==> src/pcls_defines.svh <==
// Overview of operation
// - load-complete line driven low within 600 ns of request falling.
// - status line driven low within 600 ns of request falling.
// - status line stays low between 268 us and 1,506 us.
// - status line released within 1,506 us after request rises.
// - user mode entered 175 us to 437 us after load-complete rises.
`ifndef PCLS_DEFINES_SVH
`define PCLS_DEFINES_SVH

`define PCLS_CLK_MHZ          50
`define PCLS_CF2LOW_NS        600
`define PCLS_STATUS_MIN_US    268
`define PCLS_STATUS_MAX_US    1506
`define PCLS_UM_MIN_US        175
`define PCLS_UM_MAX_US        437
`define PCLS_BITS_SMALL       137598880
`define PCLS_BITS_LARGE       213798880
`define PCLS_BUS_WIDTH        32
`define PCLS_RATIO            1

`define PCLS_CF2LOW_CYC       ((`PCLS_CF2LOW_NS * `PCLS_CLK_MHZ) / 1000)
`define PCLS_STATUS_MIN_CYC   (`PCLS_STATUS_MIN_US * `PCLS_CLK_MHZ)
`define PCLS_STATUS_MAX_CYC   (`PCLS_STATUS_MAX_US * `PCLS_CLK_MHZ)
`define PCLS_UM_MIN_CYC       (`PCLS_UM_MIN_US * `PCLS_CLK_MHZ)
`define PCLS_UM_MAX_CYC       (`PCLS_UM_MAX_US * `PCLS_CLK_MHZ)

`endif

==> src/pcls_pkg.sv <==
package pcls_pkg;

  // link pins that arrive from the host, sampled together
  typedef struct packed {
    logic cfgReq_n;
    logic cfgClk;
    logic statusIn;
  } pcls_pins_t;

  typedef enum logic [2:0] {
    PCLS_CLEAR = 3'h0,
    PCLS_WREL  = 3'h1,
    PCLS_LOAD  = 3'h2,
    PCLS_INIT  = 3'h3,
    PCLS_USER  = 3'h4
  } pcls_state_t;

endpackage

==> src/pcls_loader.sv <==
`timescale 1ns/1ns
`include "pcls_defines.svh"

module pcls_loader
  import pcls_pkg::*;
#(
  parameter int WIDTH          = `PCLS_BUS_WIDTH,
  parameter int RATIO          = `PCLS_RATIO,
  parameter int BITS           = `PCLS_BITS_SMALL,
  parameter int STATUS_MIN_CYC = `PCLS_STATUS_MIN_CYC,
  parameter int STATUS_MAX_CYC = `PCLS_STATUS_MAX_CYC,
  parameter int UM_MIN_CYC     = `PCLS_UM_MIN_CYC,
  parameter int UM_MAX_CYC     = `PCLS_UM_MAX_CYC
) (
  // system
  input  wire logic             clk_sys,
  input  wire logic             reset,
  // link pins from the host
  input  wire pcls_pins_t       pinsIn,
  input  wire logic [WIDTH-1:0] cfgData,
  // open-drain status and load-complete lines
  output wire logic             statusOut,
  output wire logic             statusOeN,
  output wire logic             loadDoneOut,
  output wire logic             loadDoneOeN,
  // toward configuration memory
  output wire logic [WIDTH-1:0] wordData,
  output wire logic             wordValid,
  output wire logic             userMode
);

  localparam int WORDS = BITS / WIDTH;
  localparam int TW    = 18;
  localparam logic [TW-1:0] ST_MIN = TW'(STATUS_MIN_CYC - 1);
  localparam logic [TW-1:0] UM_MIN = TW'(UM_MIN_CYC - 1);
  localparam logic [31:0]   W_LAST = 32'(WORDS - 1);
  localparam logic [7:0]    R_LAST = 8'(RATIO - 1);

  // ****************************************
  // pin synchronisers
  // ****************************************
  pcls_pins_t       pinsMeta_r, pinsSync_r;
  logic [WIDTH-1:0] dataMeta_r, dataSync_r;
  logic             clkPrev_r;

  always_ff @(posedge clk_sys) begin
    pinsMeta_r <= pinsIn;
    pinsSync_r <= pinsMeta_r;
    dataMeta_r <= cfgData;
    dataSync_r <= dataMeta_r;
    clkPrev_r  <= pinsSync_r.cfgClk;
  end

  // data sits two flops deep like the clock, so edge and word stay aligned
  wire logic clkRise = pinsSync_r.cfgClk & ~clkPrev_r;
  wire logic reqLow  = ~pinsSync_r.cfgReq_n;

  // ****************************************
  // sequencer
  // ****************************************
  pcls_state_t      state_r, state_nxt;
  logic [TW-1:0]    timer_r, timer_nxt;
  logic [31:0]      words_r, words_nxt;
  logic [7:0]       phase_r, phase_nxt;
  logic             statusOeN_r, statusOeN_nxt;
  logic             doneOeN_r, doneOeN_nxt;
  logic             user_r, user_nxt;
  logic [WIDTH-1:0] wordData_r, wordData_nxt;
  logic             wordValid_r, wordValid_nxt;

  always_comb begin
    state_nxt     = state_r;
    timer_nxt     = timer_r;
    words_nxt     = words_r;
    phase_nxt     = phase_r;
    statusOeN_nxt = statusOeN_r;
    doneOeN_nxt   = doneOeN_r;
    user_nxt      = user_r;
    wordData_nxt  = wordData_r;
    wordValid_nxt = 1'b0;
    if (reqLow) begin
      state_nxt     = PCLS_CLEAR;
      timer_nxt     = '0;
      statusOeN_nxt = 1'b0;
      doneOeN_nxt   = 1'b0;
      user_nxt      = 1'b0;
    end else begin
      case (state_r)
        PCLS_CLEAR, PCLS_WREL: begin
          // minimum low time counts from the request rise, so a long request only adds to it
          if (timer_r >= ST_MIN) begin
            state_nxt     = PCLS_LOAD;
            statusOeN_nxt = 1'b1;
            words_nxt     = '0;
            phase_nxt     = '0;
          end else begin
            state_nxt = PCLS_WREL;
            timer_nxt = timer_r + TW'(1);
          end
        end
        PCLS_LOAD: begin
          // an outside low on status postpones loading, edges are ignored
          if (clkRise && pinsSync_r.statusIn) begin
            if (phase_r == R_LAST) begin
              phase_nxt     = '0;
              wordData_nxt  = dataSync_r;
              wordValid_nxt = 1'b1;
              words_nxt     = words_r + 32'h0000_0001;
              if (words_r == W_LAST) begin
                state_nxt   = PCLS_INIT;
                doneOeN_nxt = 1'b1;
                timer_nxt   = '0;
              end
            end else begin
              phase_nxt = phase_r + 8'h01;
            end
          end
        end
        PCLS_INIT: begin
          // initialisation runs on the own clock, not on host edges
          if (timer_r >= UM_MIN) begin
            state_nxt = PCLS_USER;
            user_nxt  = 1'b1;
          end else begin
            timer_nxt = timer_r + TW'(1);
          end
        end
        PCLS_USER: begin
          user_nxt = 1'b1;
        end
        default: begin
          state_nxt = PCLS_CLEAR;
        end
      endcase
    end
  end

  always_ff @(posedge clk_sys) begin
    if (reset) begin
      state_r     <= PCLS_CLEAR;
      timer_r     <= '0;
      words_r     <= '0;
      phase_r     <= '0;
      statusOeN_r <= 1'b0;
      doneOeN_r   <= 1'b0;
      user_r      <= 1'b0;
      wordData_r  <= '0;
      wordValid_r <= 1'b0;
    end else begin
      state_r     <= state_nxt;
      timer_r     <= timer_nxt;
      words_r     <= words_nxt;
      phase_r     <= phase_nxt;
      statusOeN_r <= statusOeN_nxt;
      doneOeN_r   <= doneOeN_nxt;
      user_r      <= user_nxt;
      wordData_r  <= wordData_nxt;
      wordValid_r <= wordValid_nxt;
    end
  end

  assign statusOut   = 1'b0;
  assign statusOeN   = statusOeN_r;
  assign loadDoneOut = 1'b0;
  assign loadDoneOeN = doneOeN_r;
  assign wordData    = wordData_r;
  assign wordValid   = wordValid_r;
  assign userMode    = user_r;

  // ****************************************
  // checks
  // ****************************************
  logic [TW-1:0] lowCnt_r, relCnt_r, umCnt_r;

  always_ff @(posedge clk_sys) begin
    if (reset) begin
      lowCnt_r <= '0;
      relCnt_r <= '0;
      umCnt_r  <= '0;
    end else begin
      lowCnt_r <= statusOeN_r ? '0 : lowCnt_r + TW'(1);
      relCnt_r <= (statusOeN_r || reqLow) ? '0 : relCnt_r + TW'(1);
      umCnt_r  <= (!doneOeN_r || user_r) ? '0 : umCnt_r + TW'(1);
    end
  end
endmodule

==> config.mk <==
export PLATFORM = sky130hd
export DESIGN_NAME = pcls_loader
export DESIGN_NICKNAME = d
export VERILOG_FILES = /design/src/pcls_pkg.sv /design/src/pcls_loader.sv
export VERILOG_INCLUDE_DIRS = /design/src
export SDC_FILE = /design/constraint.sdc
export NUM_CORES = 1
export LEC_CHECK = 0
export BUFFER_PORTS_ARGS = -buffer_cell sky130_fd_sc_hd__buf_4
export CORE_ASPECT_RATIO = 1.1
export CORE_UTILIZATION = 50
export CTS_CLUSTER_SIZE = 16
export DETAILED_ROUTE_END_ITERATION = 8
export PLACE_DENSITY = 0.7
export SYNTH_ARGS = -nofsm -noshare
export SYNTH_HDL_FRONTEND = slang
export SYNTH_SLANG_ARGS = --single-unit
==> constraint.sdc <==
create_clock -name clk_sys -period 2.55 [get_ports clk_sys]
set_input_delay 0.765 -clock clk_sys [delete_from_list [all_inputs] [get_ports clk_sys]]
set_output_delay 0.765 -clock clk_sys [all_outputs]
set_load 0.1 [all_outputs]
### Word level (Yosys, flattened, before mapping)

Cells that the tools add are included.

| storage, ports and cells | value |
|---|---|
| logic and storage cells | 81 |
| output and inout bits | 38 |
| flip-flop bits (word level) | 168 |
| latch bits | 0 |
| memory bits (read-only) | 0 |
| RAM bits | 0 |
| input port bits | 37 |
| memories | 0 |

| cells by class | value |
|---|---|
| shift-type cells | 0 |
| bitwise gates (word level) | 6 |
| equality and inequality tests | 12 |
| div/mod/pow operators | 0 |
| $lt $le $gt $ge | 2 |
| reductions and logical operators | 17 |
| multiply operators | 0 |
| multiplexer cells | 23 |
| $add $sub $neg | 3 |

Operator list:

| operator | count |
|---|---|
| $mux W32 | 3 |
| $mux W18 | 5 |
| $pmux W32 S2 | 1 |
| $pmux W18 S3 | 1 |
| $ge A18 B14 Y1 const B | 2 |
| $add A32 B1 Y32 const B | 1 |
| $eq A32 B23 Y1 const B | 1 |
| $mux W8 | 3 |
| $add A18 B1 Y18 const B | 1 |
| $pmux W8 S2 | 1 |
| $ne A2 B2 Y1 const B | 7 |
| $mux W3 | 4 |
| $pmux W3 S4 | 1 |
| $reduce_and A4 Y1 | 3 |
| $reduce_and A5 Y1 | 2 |
| $add A8 B1 Y8 const B | 1 |
| $logic_not A8 Y1 | 1 |
| $eq A3 B2 Y1 const B | 2 |
| $reduce_and A6 Y1 | 1 |
| $not A1 Y1 | 5 |
| $reduce_and A2 Y1 | 2 |
| $reduce_bool A2 Y1 | 2 |
| $reduce_or A2 Y1 | 2 |
| $reduce_or A4 Y1 | 1 |
| other kinds (9) | 10 |

### Longest topological paths before layout

Gate-level depths: netlist (run 1).

| depth | value |
|---|---|
| word-level depth | 5 |
| gate-level depth with buffers | 11 |
| depth with buffers taken out | 8 |

### Worst setup path before layout (run 1)

OpenSTA, ideal clock, no wires.

| timing | value |
|---|---|
| path kind | register -> register |
| start | register phase_r[0] |
| end | register timer_r[10] |
| clock period less this slack | 2.507 ns |
| path slack | 0.043 ns |
| stages on the path, launching flop included | 11 |
| arrival time | 2.436 ns |
| required time | 2.480 ns |
| setup time | 0.070 ns |
| path buffers | 2 |
| cell sequence | dfxtp_1 > inv_1 > ha_1 > or4b_4 > nor4_4 > and4_1 > buf_4 > nor3_2 > buf_6 > or4_1 > a21oi_1 |

| on the way | value |
|---|---|
| longest elaborated chain between the ends | 3 |

RTL lines:

| what | line | RTL |
|---|---|---|
| from (decl) | pcls_loader.sv:64 | `logic [7:0] phase_r, phase_nxt;` |
| from (signal assigned) | pcls_loader.sv:153 | `phase_r <= phase_nxt;` |
| $logic_not A8 Y1 | pcls_loader.sv:104 | `if (phase_r == R_LAST) begin` |
| $ne A2 B2 Y1 (no line) | -- |  |
| $reduce_and A6 Y1 (no line) | -- |  |
| to (signal assigned) | pcls_loader.sv:151 | `timer_r <= timer_nxt;` |
| to (decl) | pcls_loader.sv:62 | `logic [TW-1:0] timer_r, timer_nxt;` |

Every way passes these cells.
A chain may end at the register's enable or synchronous reset.

### Worst setup path after layout (run 1)

| timing | value |
|---|---|
| start | register words_r[22] |
| end | register timer_r[10] |

| on the way | value |
|---|---|
| longest elaborated chain between the ends | 3 |

RTL lines:

| what | line | RTL |
|---|---|---|
| from (decl) | pcls_loader.sv:63 | `logic [31:0] words_r, words_nxt;` |
| from (signal assigned) | pcls_loader.sv:152 | `words_r <= words_nxt;` |
| $eq A32 B23 Y1 | pcls_loader.sv:109 | `if (words_r == W_LAST) begin` |
| $ne A2 B2 Y1 (no line) | -- |  |
| $reduce_and A6 Y1 (no line) | -- |  |

Every way passes these cells.

==> impl_results.md, run 1 <==
* FP Rows at 41
* Syn_area_per_cell at just over 9 sq um
* CP max FO at 15
* I/O pin count at 75
* Endpoints failing hold at 0
* Tcrit/Tclk final at 0.953
* Cell taking the most area after synthesis: dfxtp_1
* Cell-internal power at 4110 uW
* XOR/XNOR Fraction of Synth Area at 0.0162
* Max stage delay on crit path at 0.64 ns
* Critical path data required time at 2.90 ns
* Root Buffer Master: clkbuf_16
* Synth Area in Compound Gates at 0.145
* GRT Resource Usage Total at 0.229
* Detailed-placement wirelength estimate at roughly 9.1 mm
* Post-DRT Antenna Nets at 0
* Logic pwr share at 0.020
* Post-synth top area share at 0.564
* Post-synth cell types at between 50 and 60
* Sequential-to-total area share from yosys stat at 0.564
* CTS tree: built
* Hold_ws at between 0.3 and 0.4 ns
* Post CTS Setup Buffer Count at 0
* Post-synthesis cell area at 5960 sq um
* Pwr dens at 715 nW/um^2
* DR pass1 iterations at 5
* Worst relative slew slack at 0.641
* Worst IR Drop VDD at ~0.70 mV
* DR WL/cell at 14.8 microns
* Status: complete, no violations
* Die Ht at between 100 and 150 microns
* Starting density of the core at 0.517
* Routed length on met3 at roughly 850 microns
* Top_reg_cell synth: dfxtp_1
* Core area at between 10000 and 15000 sq um
* Fin crit period at 2.43 ns
* Final wirelength at 13.3 mm
* Top Metal Used: met4
* CTS clk-pin slew, worst paths at roughly 0.07 ns
* Fin Setup TNS at 0 ns
* Startpoint Class: flop
* Total grt overflow at 0
* H-tree levels at 4
* Largest family of logic cells by synthesized area: simple AND/OR/NAND/NOR gates
* Finished Layout Cells at 898
* Routability cong. at approximately 0.9
* # Max-Cap Violations at 0
* CP arrival at 2.78 ns
* Post-synth top cells: 168 x dfxtp_1, 113 x nand2_1, 60 x a21oi_1
* First-pass GRT wire length at 22.3 mm
* CP Capture Type: flop
* Metal-1 WL at ~5.7 mm
* Initial antenna violation count at 0
* Final Slew Violations at 0
* Clock Skews at 0.0105 ns
* DR vias at 5014
* Fmax at about 410 MHz
* P_sw at between 1000 and 1500 uW
* Tot Pwr at 5270 uW
* Area after DPL at 6790 sq um
* Placed Cells at 866
* Leak Pwr at 0.00279 uW
* Die X at 106 microns
* Crit path cell chain: or4b_2 > nor4b_2 > and4_4 > nor3_4 > or4_1 > a21oi_1
* Asr flop ratio synth at 0
* Crit-path slowest cell: or4b_2
* 1st-iter DRT viols at between 300 and 400
* Met2 Routed Length at 6.45 mm
* Number of global-route vias before repair at 4795
* Ant diodes at 0
* DRC at 0
* Filler Cell Count at about 950
* Largest net degree at the start of global routing at between 40 and 50
* Design area at 7370 sq um
* Avg Vias per Cell at around 5.6
* Layout Nets at 779
* Ys Warns at 0
* Sequential share of power at 0.514
* Area growth, synth to finish at 23.6%
* Clk sinks at around 170
* Port bufs at 72
* Adder-Cell Fraction of Synth Area at 0.0147
* Max clock buf depth at 2
* Worst Setup Path Type: flop to flop
* Post-synthesis simple-gate area fraction at 0.225
* Die ar. at 12400 sq um
* Clock latency on the worst-skew pair at ~0.43 ns
* Hold WC Path Type: flop to flop
* Clock power share at 0.466
* Final setup vio count at 0
* Register bit total from synthesis at 168
* Synth top area cells: dfxtp_1 56%, nand2_1 7.1%, a21oi_1 5.0%
* Layout cell share with drive strength beyond 1 at 0.190
* Most common cell in the netlist: dfxtp_1
* Net Sw Frac at 0.221
* Slew @ Worst Pin at approximately 0.53 ns
* Mux share of post-synthesis cell area at 0
* Clock buffer count from CTS at 17
* Cell count after synthesis at between 600 and 700
* Hold_buf cts at 0
* Number of synthesized flops with an enable pin at 0
## layout make-up
cell class	instances	area, sq um	area share
clock buffer	19	433	0.0587
clock inverter	13	130	0.0177
inverter	18	67.6	0.00916
multi-input combinational	429	2420	0.328
sequential	168	3360	0.456
tap	150	188	0.0255
timing repair buffer	101	771	0.105
## timing repair
item                                    4_1_cts  5_1_grt
resized for setup                             2        5
endpoints found under the setup margin        5       12
pin swaps                                     0        3
## path summary, 6_finish.rpt
path         slack, ns  cells past startpoint             end           start
max               0.12                      6     timer_r[10]     words_r[22]
max reg2reg       0.12                      6     timer_r[10]     words_r[22]
min               0.32                      0  dataSync_r[22]  dataMeta_r[22]
min reg2reg       0.32                      0  dataSync_r[22]  dataMeta_r[22]
## cell families after synthesis
group / after synthesis
compound gates: 141
xor+xnor: 11
fa+ha+maj: 7
buf+inv: 51
flops: 168
other cells: 1
simple gates: 268
## per-layer routing
metal  up-vias  GRT usage
li1       2470          -
met2       173      0.383
met1      2342      0.276
met5         -          0
met3        29     0.0592
met4         0      0.112
## metrics by stage
step                       util  worst slack, ns
after floorplan               -           0.0435
after global placement    0.588            0.113
after detailed placement  0.588          -0.0148
after CTS                 0.638           0.0341
after global routing      0.639         -0.00362
final                     0.639            0.121
## sequential cells by signal, summed over array words and instances (netlist names)
name	cells
state_r	3
userMode	1
phase_r	8
timer_r	18
dataMeta_r	32
dataSync_r	32
pinsMeta_r	3
statusOeN	1
loadDoneOeN	1
wordData	32
clkPrev_r	1
words_r	32
wordValid	1
pinsSync_r	3
## power by group through the flow
stage	registers (uW)	clock network (uW)	logic (uW)
CTS	2710	2490	107
finish	2710	2460	107
global placement	2760	0	104
detailed placement	2770	0	107
global route	2710	2600	116
floorplan	2760	0	52.0
## cells in the final DEF (no fill, tap or decap), types with 3 or more instances in the layout
cell type  instances
nor3_1            12
nor2_1            36
a211oi_1           3
inv_6              8
nand2b_1           4
xor2_1             5
clkbuf_16         17
a31oi_1           11
o31ai_1            8
a21oi_1           60
nand3_1           28
and2_1             7
nand2_1          113
inv_1             17
nand4_1            8
dfxtp_1          167
and4_1             5
o211ai_1           5
or4_1             10
a311oi_1          13
buf_4            100
nor4_1             8
a41oi_1            3
nor4b_1            4
xnor2_1            6
o21ai_0           25
or3_1             10
and3_1             9
ha_1               7
## worst max-delay path: cells and delay by family, from the launching register on
family	cells	cell delay (ns)
simple gates	5	1.81
flops	1	0.39
compound gates	1	0.15
Note: power is estimated with default switching activity, not from simulation.
==> run 2: changes to the inputs <==
- SETUP_SLACK_MARGIN: unset -> 0.15
==> run 2 against run 1 <==
Compared with the run above: flip-flop and latch count unchanged; sequential share of layout area decreased by 0.057 points; fmax increased by 3.7%; register-to-register slack improved by 0.09 ns.
==> impl_results.md, run 2 (same netlist as run 1, synthesis figures left out) <==
* Startpoint Class: flop
* Total grt overflow at 0
* Initial antenna violation count at 0
* Hold path cells at 0
* Starting density of the core at 0.517
* Layout Nets at 780
* FP Rows at 41
* Die X at 106 microns
* Net Sw Frac at 0.224
* Hold_buf cts at 0
* Commonest non-fill, non-tap cells in the layout: 164 x dfxtp_1, 112 x nand2_1, 101 x buf_4, 60 x a21oi_1, 35 x nor2_1
* Critical path data required time at about 2.9 ns
* Startpoint of the worst hold path: dataMeta_r[26]
* DRC at 0
* CTS clk-pin slew, worst paths at 0.06 ns
* Clock power share at 0.459
* First-pass GRT wire length at 21.7 mm
* Worst Setup Path Type: flop to flop
* Logic pwr share at 0.021
* Post CTS Setup Buffer Count at 0
* R2R Path Start: phase_r[0]
* P_sw at ~1200 uW
* CP max FO at 16
* Number of global-route vias before repair at 4640
* Hold Path Sink: dataSync_r[26]
* Worst IR Drop VDD at 0.645 mV
* Leak Pwr at 0.00279 uW
* DR vias at ~5000
* Clock Skews at 0.00956 ns
* Area after DPL at about 6800 sq um
* Register-to-Register Path Depth at 8
* CP arrival at 2.70 ns
* Slew @ Worst Pin at 0.532 ns
* Layout cell share with drive strength beyond 1 at 0.202
* Multi-input logic area at 2430 sq um
* Sequential share of power at 0.520
* DR pass1 iterations at 6
* Cell-internal power at 4040 uW
* Status: complete, no violations
* GRT Resource Usage Total at 0.225
* Worst relative slew slack at 0.644
* Area growth, synth to finish at 23.9%
* 1st-iter DRT viols at 393
* Reg2Reg Setup Slack at 0.21 ns
* Tcrit/Tclk final at 0.918
* H-tree levels at 4
* Pwr dens at 704 nW/um^2
* RSZ-0062 raised after global routing: yes
* Core area at 11500 sq um
* CTS tree: built
* CP Capture Type: flop
* I/O pin count at 75
* Routability cong. at 0.858
* # Max-Cap Violations at 0
* Design area at 7390 sq um
* Root Buffer Master: clkbuf_16
* Die Ht at between 100 and 150 microns
* Fin Setup TNS at 0 ns
* Max clock buf depth at 2
* Clk sinks at 168
* Die ar. at 12400 sq um
* Avg Vias per Cell at 5.52
* Port bufs at 72
* DR WL/cell at 14.6 microns
* Reg-to-Reg End: timer_r[10]
* Clock latency on the worst-skew pair at approximately 0.43 ns
* Clock buffer count from CTS at 17
* Final Slew Violations at 0
* Final wirelength at 13.1 mm
* Filler Cell Count at 961
* Hold WC Path Type: flop to flop
* Endpoints failing hold at 0
* Post-DRT Antenna Nets at 0
* Ant diodes at 0
* Hold_ws at 0.325 ns
* Detailed-placement wirelength estimate at between 8 and 9 mm
* Most common library cell in the layout ignoring fill and taps: dfxtp_1
* Final setup vio count at 0
* Fmax at approximately 430 MHz
* Register area at 3370 sq um
* Fin crit period at 2.34 ns
* Largest net degree at the start of global routing at 40
run 2: changes by cell type in the layout (fill, tap and decap cells not counted), sizes merged:
cell    change
clkinv      +2
buf         +1
bufinv      -1
inv         -1
run 2: layer usage:
metal | global-route usage | part of all wire
met5 | 0 | 0
met4 | 0.0963 | 0.014
met3 | 0.0692 | 0.061
met2 | 0.375 | 0.47
met1 | 0.269 | 0.46
run 2: layout make-up:
cell class | instances | share of cell area
timing repair buffer | 102 | 0.105
inverter | 18 | 0.00914
clock inverter | 13 | 0.0149
clock buffer | 19 | 0.0599
multi-input combinational | 429 | 0.329
sequential | 168 | 0.456
tap | 150 | 0.0254
run 2: timing repair:
action / in CTS / in global routing
cloned: 0 / 0
endpoints found under the setup margin: 6 / 21
gates resized for setup: 7 / 8
pin swaps: 2 / 3
run 2: critical path, cell delays in order (launching register included):
cell and delay [ns]:
dfxtp_2 0.34, inv_1 0.06, ha_1 0.14, or4b_4 0.50, nor4_4 0.17, and4_4 0.29, nor3_4 0.09, or4_1 0.52
a21oi_1 0.16
run 2: stage by stage:
step | cells | total power, uW | setup WS [ns] | utilization
floorplan | 648 | 2810 | 0.160 | -
global placement | 867 | 2870 | 0.121 | 0.589
detailed placement | 867 | 2880 | 0.0410 | 0.589
CTS | 899 | 5240 | 0.183 | 0.639
global route | 899 | 5370 | 0.0855 | 0.640
finish | 899 | 5200 | 0.209 | 0.640
run 2: power by group through the flow:
stage | clock (uW) | combinational [uW] | sequential (uW)
after floorplan | 0 | 52.0 | 2760
after global placement | 0 | 107 | 2760
after detailed placement | 0 | 110 | 2770
after CTS | 2430 | 110 | 2710
after global routing | 2540 | 120 | 2710
final | 2380 | 109 | 2710
run 2: worst max-delay path by stage:
stage / start / to / slack (ns) / depth (start not counted)
final: phase_r[0] / timer_r[10] / 0.21 / 8
after global routing: words_r[14] / words_r[28] / 0.09 / 5
after CTS: phase_r[0] / timer_r[10] / 0.18 / 8
after detailed placement: words_r[22] / timer_r[10] / 0.04 / 6
after global placement: words_r[21] / timer_r[10] / 0.12 / 6
after floorplan: words_r[18] / timer_r[10] / 0.16 / 8
